## config.mk

```make
export PLATFORM = sky130hd
export DESIGN_NAME = qee_top
export DESIGN_NICKNAME = d
export VERILOG_FILES = /design/src/qee_pkg.sv /design/src/qee_top.sv
export SDC_FILE = /design/constraint.sdc
export NUM_CORES = 2
export LEC_CHECK = 0
export BUFFER_PORTS_ARGS = -buffer_cell sky130_fd_sc_hd__buf_2
export CAP_MARGIN = 5
export CORE_UTILIZATION = 45
export DETAILED_ROUTE_END_ITERATION = 7
export SKIP_LAST_GASP = 1
export SLEW_MARGIN = 5
export SYNTH_ARGS = -nofsm -noshare
export SYNTH_HDL_FRONTEND = slang
export SYNTH_SLANG_ARGS = --single-unit
```

## constraint.sdc

```tcl
create_clock -name clk -period 13.1 [get_ports clk]
set_input_delay 0 -clock clk [delete_from_list [all_inputs] [get_ports clk]]
set_output_delay 0 -clock clk [all_outputs]
set_load 0.02 [all_outputs]
```

## src/qee_pkg.sv

```systemverilog
package qee_pkg;

   // ---------------------------------------------------------------
   // Register map (byte addresses)
   // ---------------------------------------------------------------
   localparam int         ADDR_W         = 8;
   localparam logic [7:0] OFS_CTRL       = 8'h00;
   localparam logic [7:0] OFS_EMU_RES    = 8'h04;
   localparam logic [7:0] OFS_IDX_OFS    = 8'h08;
   localparam logic [7:0] OFS_ABS_TURNS  = 8'h0C;
   localparam logic [7:0] OFS_FULL_OFS   = 8'h10;
   localparam logic [7:0] OFS_SEC_RES    = 8'h14;
   localparam logic [7:0] OFS_SEC_POS    = 8'h18;
   localparam logic [7:0] OFS_EMU_COUNT  = 8'h1C;

   // ---------------------------------------------------------------
   // Fields and reset values
   // ---------------------------------------------------------------
   localparam int          CTRL_W        = 7;
   localparam int          FRAC_W        = 16;
   localparam logic [15:0] RES_RST       = 16'h0000;
   localparam logic [15:0] IDX_OFS_RST   = 16'h0000;
   localparam logic [15:0] TURNS_RST     = 16'h0000;

   typedef enum logic [1:0] {
      EMU_INPUT    = 2'h0,
      EMU_PER_REV  = 2'h1,
      EMU_ABSOLUTE = 2'h2,
      EMU_RSVD     = 2'h3
   } qee_emu_mode_t;

   typedef enum logic [1:0] {
      SRC_NONE     = 2'h0,
      SRC_EMU_CONN = 2'h1,
      SRC_OPTO     = 2'h2,
      SRC_RSVD     = 2'h3
   } qee_sec_src_t;

   typedef enum logic [1:0] {
      SEC_QUAD     = 2'h0,
      SEC_STEP_DIR = 2'h1,
      SEC_UP_DOWN  = 2'h2,
      SEC_RSVD     = 2'h3
   } qee_sec_mode_t;

   // Bits 6, 5:4, 3:2, 1:0 of the control word
   typedef struct packed {
      logic          dir_inv;
      qee_sec_mode_t sec_mode;
      qee_sec_src_t  sec_src;
      qee_emu_mode_t emu_mode;
   } qee_ctrl_t;

   localparam qee_ctrl_t CTRL_RST = qee_ctrl_t'(7'h00);

endpackage

```

## src/qee_top.sv

```systemverilog
// The register offsets and the AHB-Lite slave port were chosen for this implementation.
`timescale 1ns/1ps
// Functional notes
// - Secondary source 0 none, 1 emulation connector, 2 opto input connector.
// - Secondary decode 0 A/B quadrature, 1 step/direction, 2 up/down.
// - Secondary resolution sets counts per secondary revolution.
// - Emulation mode 0 drives nothing; emulation connector is an input.
// - Mode 1 outputs quadrature with index once per revolution.
// - Mode 2 outputs quadrature with index at one absolute position.
// - Emulated pulses follow measured motor position.
// - Outputs A, B, index; A and B a quarter cycle apart.
// - Emulation resolution sets output counts per primary revolution.
// - Index offset scaled one revolution = 65536, independent of resolution.
// - Per-revolution index fires at the index offset angle each turn.
// - Absolute index fires at turns plus fractional offset.
// - Full offset is computed and read-only.
// - Offset in use follows selected emulation mode.
// - Direction setting maps motor direction onto output sense.
// - Resolution counts are post-quadrature edges, four per line.
// - Resolution zero produces no counts.
module qee_top
   import qee_pkg::*;
#(
   parameter int RES_W = 16,
   parameter int POS_W = 32
)(
   input  wire logic              clk,
   input  wire logic              nrst,
   input  wire logic              hsel,
   input  wire logic [31:0]       haddr,
   input  wire logic [1:0]        htrans,
   input  wire logic              hwrite,
   input  wire logic [2:0]        hsize,
   input  wire logic              hready,
   input  wire logic [31:0]       hwdata,
   output logic      [31:0]       hrdata,
   output logic                   hreadyout,
   output logic                   hresp,
   input  wire logic [POS_W-1:0]  motor_pos,
   input  wire logic              emu_a_i,
   input  wire logic              emu_b_i,
   output logic                   emu_a_o,
   output logic                   emu_b_o,
   output logic                   emu_z_o,
   output logic                   emu_oe,
   input  wire logic              opto_a_i,
   input  wire logic              opto_b_i
);

   // ---------------------------------------------------------------
   // Helpers
   // ---------------------------------------------------------------
   // Position in turns.fraction times counts per turn
   function automatic logic signed [31:0] scale(input logic signed [31:0] p,
                                                 input logic [RES_W-1:0] r);
      logic signed [48:0] m;
      m = p * $signed({1'b0, r});
      return m[47:16];
   endfunction

   // Counter inside one revolution, wraps at r
   function automatic logic [RES_W-1:0] wrap(input logic [RES_W-1:0] v,
                                             input logic [RES_W-1:0] r,
                                             input logic up,
                                             input logic dn);
      logic [RES_W-1:0] top;
      top = r - 1'b1;
      if (up)
         return (v >= top) ? '0 : v + 1'b1;
      else if (dn)
         return (v == '0) ? top : v - 1'b1;
      else
         return v;
   endfunction

   // ---------------------------------------------------------------
   // AHB-Lite slave
   // ---------------------------------------------------------------
   qee_ctrl_t              ctrl_r;
   logic [RES_W-1:0]       emu_res_r;
   logic [FRAC_W-1:0]      idx_ofs_r;
   logic [15:0]            abs_turn_r;
   logic [RES_W-1:0]       sec_res_r;
   logic [ADDR_W-1:0]      addr_r;
   logic                   wr_r;
   logic                   rd_r;
   logic signed [31:0]     out_cnt_r;
   logic [RES_W-1:0]       rev_cnt_r;
   logic [RES_W-1:0]       sec_pos_r;
   logic [15:0]            sec_turn_r;

   wire        take      = hsel & hready & htrans[1];
   wire        wr_ctrl   = wr_r & (addr_r == OFS_CTRL);
   wire        wr_res    = wr_r & (addr_r == OFS_EMU_RES);
   wire        wr_idx    = wr_r & (addr_r == OFS_IDX_OFS);
   wire        wr_turns  = wr_r & (addr_r == OFS_ABS_TURNS);
   wire        wr_sres   = wr_r & (addr_r == OFS_SEC_RES);
   wire [31:0] full_ofs  = {abs_turn_r, idx_ofs_r};
   wire [31:0] rd_mux    =
      (addr_r == OFS_CTRL)      ? {25'h0, ctrl_r} :
      (addr_r == OFS_EMU_RES)   ? 32'(emu_res_r) :
      (addr_r == OFS_IDX_OFS)   ? 32'(idx_ofs_r) :
      (addr_r == OFS_ABS_TURNS) ? 32'(abs_turn_r) :
      (addr_r == OFS_FULL_OFS)  ? full_ofs :
      (addr_r == OFS_SEC_RES)   ? 32'(sec_res_r) :
      (addr_r == OFS_SEC_POS)   ? {sec_turn_r, 16'(sec_pos_r)} :
      (addr_r == OFS_EMU_COUNT) ? out_cnt_r : 32'h0000_0000;

   assign hreadyout = 1'b1;
   assign hresp     = 1'b0;
   assign hrdata    = rd_r ? rd_mux : 32'h0000_0000;

   always_ff @(posedge clk or negedge nrst) begin
      if (!nrst) begin
         addr_r <= '0;
         wr_r   <= 1'b0;
         rd_r   <= 1'b0;
      end else begin
         wr_r <= take & hwrite;
         rd_r <= take & ~hwrite;
         if (take) begin
            addr_r <= haddr[ADDR_W-1:0];
         end
      end
   end

   // Full offset has no write strobe at all
   always_ff @(posedge clk or negedge nrst) begin
      if (!nrst) begin
         ctrl_r     <= CTRL_RST;
         emu_res_r  <= RES_RST;
         idx_ofs_r  <= IDX_OFS_RST;
         abs_turn_r <= TURNS_RST;
         sec_res_r  <= RES_RST;
      end else begin
         if (wr_ctrl)  ctrl_r     <= qee_ctrl_t'(hwdata[CTRL_W-1:0]);
         if (wr_res)   emu_res_r  <= hwdata[RES_W-1:0];
         if (wr_idx)   idx_ofs_r  <= hwdata[FRAC_W-1:0];
         if (wr_turns) abs_turn_r <= hwdata[15:0];
         if (wr_sres)  sec_res_r  <= hwdata[RES_W-1:0];
      end
   end

   // ---------------------------------------------------------------
   // Encoder emulation output
   // ---------------------------------------------------------------
   wire out_active = (ctrl_r.emu_mode == EMU_PER_REV) |
                     (ctrl_r.emu_mode == EMU_ABSOLUTE);
   wire signed [31:0] target   = scale($signed(motor_pos), emu_res_r);
   wire signed [31:0] idx_full = scale($signed({16'h0, idx_ofs_r}), emu_res_r);
   wire signed [31:0] full_cnt = scale($signed(full_ofs), emu_res_r);
   wire [RES_W-1:0]   idx_cnt  = idx_full[RES_W-1:0];
   wire res_ok  = (emu_res_r != '0);
   wire step_up = out_active & res_ok & (target > out_cnt_r);
   wire step_dn = out_active & res_ok & (target < out_cnt_r);
   // One quadrature edge per count, so a line gives four counts
   wire [1:0] cnt_ph = out_cnt_r[1:0];
   wire [1:0] phase  = ctrl_r.dir_inv ? 2'(2'h0 - cnt_ph) : cnt_ph;
   // Gray sequence 00,10,11,01 on (A,B): A leads when counting up
   wire a_nxt = out_active & (phase[1] ^ phase[0]);
   wire b_nxt = out_active & phase[1];
   // Offset applies per mode; held while the count stays at the hit
   wire z_hit = (ctrl_r.emu_mode == EMU_PER_REV)  ? (rev_cnt_r == idx_cnt) :
                (ctrl_r.emu_mode == EMU_ABSOLUTE) ? (out_cnt_r == full_cnt) :
                1'b0;
   wire signed [31:0] out_cnt_nxt = step_up ? out_cnt_r + 32'sd1 :
                                    step_dn ? out_cnt_r - 32'sd1 : out_cnt_r;

   // Catch-up rate is one count per clock; fast moves lag briefly
   always_ff @(posedge clk or negedge nrst) begin
      if (!nrst) begin
         out_cnt_r <= '0;
         rev_cnt_r <= '0;
         emu_a_o   <= 1'b0;
         emu_b_o   <= 1'b0;
         emu_z_o   <= 1'b0;
         emu_oe    <= 1'b0;
      end else begin
         out_cnt_r <= out_cnt_nxt;
         rev_cnt_r <= wrap(rev_cnt_r, emu_res_r, step_up, step_dn);
         emu_a_o   <= a_nxt;
         emu_b_o   <= b_nxt;
         emu_z_o   <= out_active & z_hit;
         emu_oe    <= out_active;
      end
   end

   // ---------------------------------------------------------------
   // Secondary position input
   // ---------------------------------------------------------------
   logic prev_a_r;
   logic prev_b_r;

   // Emulation pins only count as input while the output is off
   wire sel_a = (ctrl_r.sec_src == SRC_EMU_CONN) ? (emu_a_i & ~out_active) :
                (ctrl_r.sec_src == SRC_OPTO)     ? opto_a_i : 1'b0;
   wire sel_b = (ctrl_r.sec_src == SRC_EMU_CONN) ? (emu_b_i & ~out_active) :
                (ctrl_r.sec_src == SRC_OPTO)     ? opto_b_i : 1'b0;
   wire [1:0] g_cur  = {sel_b, sel_a ^ sel_b};
   wire [1:0] g_prev = {prev_b_r, prev_a_r ^ prev_b_r};
   wire rise_a = sel_a & ~prev_a_r;
   wire rise_b = sel_b & ~prev_b_r;
   wire q_up  = (g_cur == 2'(g_prev + 2'h1));
   wire q_dn  = (g_prev == 2'(g_cur + 2'h1));
   wire src_on = (ctrl_r.sec_src == SRC_EMU_CONN) | (ctrl_r.sec_src == SRC_OPTO);
   wire sec_go = src_on & (sec_res_r != '0);
   wire sec_up = sec_go & ((ctrl_r.sec_mode == SEC_QUAD)     ? q_up :
                           (ctrl_r.sec_mode == SEC_STEP_DIR) ? (rise_a & ~sel_b) :
                           (ctrl_r.sec_mode == SEC_UP_DOWN)  ? (rise_a & ~rise_b) : 1'b0);
   wire sec_dn = sec_go & ((ctrl_r.sec_mode == SEC_QUAD)     ? q_dn :
                           (ctrl_r.sec_mode == SEC_STEP_DIR) ? (rise_a & sel_b) :
                           (ctrl_r.sec_mode == SEC_UP_DOWN)  ? (rise_b & ~rise_a) : 1'b0);
   wire sec_wrap_up = sec_up & (sec_pos_r >= sec_res_r - 1'b1);
   wire sec_wrap_dn = sec_dn & (sec_pos_r == '0);

   always_ff @(posedge clk or negedge nrst) begin
      if (!nrst) begin
         prev_a_r   <= 1'b0;
         prev_b_r   <= 1'b0;
         sec_pos_r  <= '0;
         sec_turn_r <= '0;
      end else begin
         prev_a_r   <= sel_a;
         prev_b_r   <= sel_b;
         sec_pos_r  <= wrap(sec_pos_r, sec_res_r, sec_up, sec_dn);
         sec_turn_r <= sec_wrap_up ? sec_turn_r + 16'h0001 :
                       sec_wrap_dn ? sec_turn_r - 16'h0001 : sec_turn_r;
      end
   end

   // ---------------------------------------------------------------
   // Assertions
   // ---------------------------------------------------------------
   a_input_mode_quiet: assert property (
      @(posedge clk) disable iff (!nrst)
      (ctrl_r.emu_mode == EMU_INPUT) |=> !emu_oe && !emu_z_o && !emu_a_o)
      else $error("Emulation output active in input mode");

   a_quad_one_edge: assert property (
      @(posedge clk) disable iff (!nrst)
      emu_oe && $past(emu_oe) && $stable(ctrl_r) && ($past(ctrl_r) == $past(ctrl_r, 2))
      |-> !($changed(emu_a_o) && $changed(emu_b_o)))
      else $error("A and B changed together");

   a_res_zero_hold: assert property (
      @(posedge clk) disable iff (!nrst)
      (emu_res_r == '0) |=> $stable(out_cnt_r))
      else $error("Counts emitted with zero resolution");

   a_track_up: assert property (
      @(posedge clk) disable iff (!nrst)
      out_active && res_ok && (target > out_cnt_r)
      |=> out_cnt_r == $past(out_cnt_r) + 32'sd1)
      else $error("Output count did not follow motor position");

   a_fwd_a_leads: assert property (
      @(posedge clk) disable iff (!nrst)
      step_up && !ctrl_r.dir_inv && (cnt_ph == 2'h0) && $stable(ctrl_r)
      ##1 $stable(ctrl_r) |=> emu_a_o && !emu_b_o)
      else $error("A does not lead B in forward motion");

   a_rev_index: assert property (
      @(posedge clk) disable iff (!nrst)
      (ctrl_r.emu_mode == EMU_PER_REV) && (rev_cnt_r == idx_cnt) |=> emu_z_o)
      else $error("Per-revolution index missed");

   a_abs_index: assert property (
      @(posedge clk) disable iff (!nrst)
      (ctrl_r.emu_mode == EMU_ABSOLUTE) && (out_cnt_r != full_cnt) |=> !emu_z_o)
      else $error("Absolute index away from full offset");

   a_full_readonly: assert property (
      @(posedge clk) disable iff (!nrst)
      rd_r && (addr_r == OFS_FULL_OFS) |-> hrdata == {abs_turn_r, idx_ofs_r})
      else $error("Full offset read mismatch");

   a_no_source_hold: assert property (
      @(posedge clk) disable iff (!nrst)
      (ctrl_r.sec_src == SRC_NONE) |=> $stable(sec_pos_r) && $stable(sec_turn_r))
      else $error("Secondary counted with no source");

endmodule

```

==> results_dict.tcl <==
set metrics [dict create \
    status "complete, no violations" \
    core_region_area_um2 124000 \
    synth-seq-area-share_pct 7.46 \
    async_flop_share_pct 100 \
    clockBufferDepth 2 \
    layout.nets 7904 \
    cpMostUsedCell "fa_1" \
    fin_tns_setup_ns 0 \
    reg2reg_to "out_cnt_r[30]$_DFFE_PN0P_" \
    hpwl_um 137000 \
    postCtsSetupBuffers 0 \
    io_buffer_count 101 \
    rsz0062_at_grt "no" \
    path_max_fanout 25 \
    cp_data_required_time_ns 13.42 \
    place_area_um2 58200 \
    synth.distinct_cells 85 \
    hp-class "in2reg" \
    grt_pass1_vias 45300 \
    maxCapViolations 0 \
    avgSynthCellArea_um2 8.99 \
    synth-adder-area-share_pct 51.3 \
    cts_tree "done" \
    pin_count 148 \
    rr_worst_depth 45 \
    reg2reg_from "emu_res_r[7]$_DFFE_PN0P_" \
    maxSlewHeadroom_pct 15.7 \
    tightest_slew_ns 1.26 \
    yosys-mux-area-fraction_pct 2.20 \
    fin_crit_ns 12.41 \
    maxSlewViolCount 0 \
    num_rows 129 \
    fin_util_pct 47.9 \
    worstHoldStart "hwdata[4]" \
    synthFlopType "dfrtp_1" \
    drtAntennaViolNets 0 \
    synth-simple-area-share_pct 16.3 \
    crit_slowest_cell "dfrtp_4" \
    syn_nets 7944 \
    die_area_um2 126000 \
    max_stage_delay_ns 0.65 \
    synth_warnings 0 \
    finClkSkew_ns 0.0135 \
    htreeDepth 4 \
    clock_sinks 167 \
    multi_input_area_um2 45700 \
    drc 0 \
    drive_gt1_share_pct 5.75 \
    fp.dieW_um 355 \
    drt_first_pass_iters 8 \
    synth_compound_area_share_pct 8.64 \
    fmax_mhz 80.6 \
    hold_end "ctrl_r[4]$_DFFE_PN0P_" \
    ys_ff_latch 167 \
    synth-xor-area-share_pct 3.08 \
    finalCritPeriodShare_pct 94.7 \
    die_y_um 355 \
    r2r_slack_ns 0.69 \
    num-fill-cells 12000 \
    gr-total-overflow 0 \
    num_vias 43200 \
    start_util_pct 45.3 \
    synth_edf_count 0 \
    grt_use_total_pct 27.9 \
    worstSetupStartpointType "flip-flop" \
    worstPathArrival_ns 12.73 \
    routabilityCongestion 0.991 \
    avgViaCountPerCell 5.50 \
    wl_um 171000 \
    setup_viol_count_final 0 \
    clk_pin_slew_ns 0.07 \
    grt_pass1_wl_um 268000 \
    antenna_found_initial 12 \
    wl_per_cell_um 21.8 \
    drt-initial-drc-count 3220 \
    netlist_area_um2 56000 \
    finalHoldViolCount 0 \
    area_delta_synth_final_pct 5.70 \
    syn_inst 6231 \
    path_class "reg2reg" \
    synth_top_family_by_area "adder cells" \
    cp-end-kind "flip-flop" \
    final_cells 7843 \
    cts_buffers 17 \
    dp.cells 7780 \
    final-seq-area_um2 4220 \
    grt_max_degree 72 \
    stdcell_area_um2 59200 \
    root_buffer "clkbuf_16" \
    holdPathStages 2 \
    insertion_delay_ns 0.46 \
]
kinds of logic after synthesis:
group,Yosys count
AO/OA/AOI/OAI,731
XOR/XNOR,197
other,2
adder cells (fa/ha/maj),1603
AND/OR/NAND/NOR,1793
multiplexers,111
flip-flops,167
buffers and inverters,1627
layout make-up:
| type | instances | area share [%] |
|---|---|---|
| Multi-Input combinational cell | 4437 | 77.2 |
| Inverter | 1349 | 8.55 |
| Sequential cell | 167 | 7.12 |
| Tap cell | 1637 | 3.46 |
| Timing Repair Buffer | 219 | 2.51 |
| Clock buffer | 17 | 0.718 |
| Clock inverter | 15 | 0.401 |
| Antenna cell | 2 | 0.00845 |
critical path, delay by kind of cell, from the launching register on:
kind | cells | cell delay, ns
AO/OA/AOI/OAI | 19 | 4.25
adder cells (fa/ha/maj) | 9 | 4.11
AND/OR/NAND/NOR | 10 | 2.52
flip-flops | 1 | 0.65
buffers and inverters | 5 | 0.48
XOR/XNOR | 2 | 0.26
cell usage after synthesis, drive strengths merged (26+ instances only):
master     n  area (um2)
buf       33         166
and2     622        3890
o21a      26         203
nor2     205         769
fa      1159       23200
xor2      79         692
a21oi    192         983
and3      39         249
nand2b    46         288
mux2i     31         310
inv     1349        5060
nor3      68         340
or3       26         163
o21ai    165         826
ha       444        5560
a21o      74         556
a211oi    35         273
nand3     54         270
dfrtp    167        4180
mux2      78         878
nand4     39         244
nand2    605        2270
clkbuf   245         921
xnor2    118        1030
metrics by stage:
stage	setup slack (ns)	hold slack (ns)
CTS	0.185	0.0149
finish	0.692	0.0655
detailed placement	0.245	-0.0808
global route	0.0393	0.0187
global placement	0.378	-0.0804
floorplan	0.727	-0.296
registers in the layout, indices dropped and copies added, names as in the netlist, 7 cells and up:
name	count
out_cnt_r	32
sec_turn_r	16
idx_ofs_r	16
emu_res_r	16
addr_r	8
sec_res_r	16
rev_cnt_r	16
sec_pos_r	16
ctrl_r	7
abs_turn_r	16
repair_timing:
| action | 4_1_cts | 5_1_grt |
|---|---|---|
| gates resized for setup | 0 | 12 |
| setup endpoints to repair | 0 | 9 |
| endpoints found under the hold margin | 90 | 0 |
| hold buffers | 29 | 0 |
cell usage in the layout, fill, tap and decap left out, types with 21 or more instances in the layout:
| master | instances |
|---|---|
| o211ai_1 | 23 |
| inv_1 | 1349 |
| dlygate4sd3_1 | 29 |
| nand3_1 | 53 |
| o21a_1 | 25 |
| mux2_2 | 78 |
| a211oi_1 | 33 |
| nor3_1 | 65 |
| fa_1 | 1159 |
| xnor2_1 | 118 |
| o21ai_0 | 157 |
| and2_1 | 622 |
| and3_1 | 38 |
| xor2_1 | 79 |
| nor2_1 | 205 |
| ha_1 | 444 |
| o21bai_1 | 21 |
| nand2_1 | 604 |
| nor2b_1 | 23 |
| buf_4 | 87 |
| mux2i_1 | 31 |
| a21oi_1 | 188 |
| nand4_1 | 39 |
| dfrtp_1 | 150 |
| a21o_1 | 74 |
| or3_1 | 26 |
| nand2b_1 | 46 |
| buf_2 | 100 |
layer usage:
metal,track usage [%],share of wire [%],routed length (um)
met5,0,0.016,27
met4,8.14,3.4,5830
met3,3.91,7.1,12200
met2,45.2,46,79400
met1,39.0,43,73500
worst max path at each step:
| stage | from | endpoint | depth (start not counted) |
|---|---|---|---|
| final | emu_res_r[7]$_DFFE_PN0P_ | out_cnt_r[30]$_DFFE_PN0P_ | 45 |
| after detailed placement | emu_res_r[2]$_DFFE_PN0P_ | out_cnt_r[30]$_DFFE_PN0P_ | 44 |
| after CTS | emu_res_r[2]$_DFFE_PN0P_ | out_cnt_r[30]$_DFFE_PN0P_ | 44 |
| after global routing | emu_res_r[7]$_DFFE_PN0P_ | out_cnt_r[30]$_DFFE_PN0P_ | 45 |
| after floorplan | emu_res_r[2]$_DFFE_PN0P_ | out_cnt_r[30]$_DFFE_PN0P_ | 47 |
| after global placement | emu_res_r[2]$_DFFE_PN0P_ | out_cnt_r[30]$_DFFE_PN0P_ | 44 |
Power is left out: the tool's default activity adds up to more than one toggle a clock period on the data nets, which glitch-free logic cannot reach.
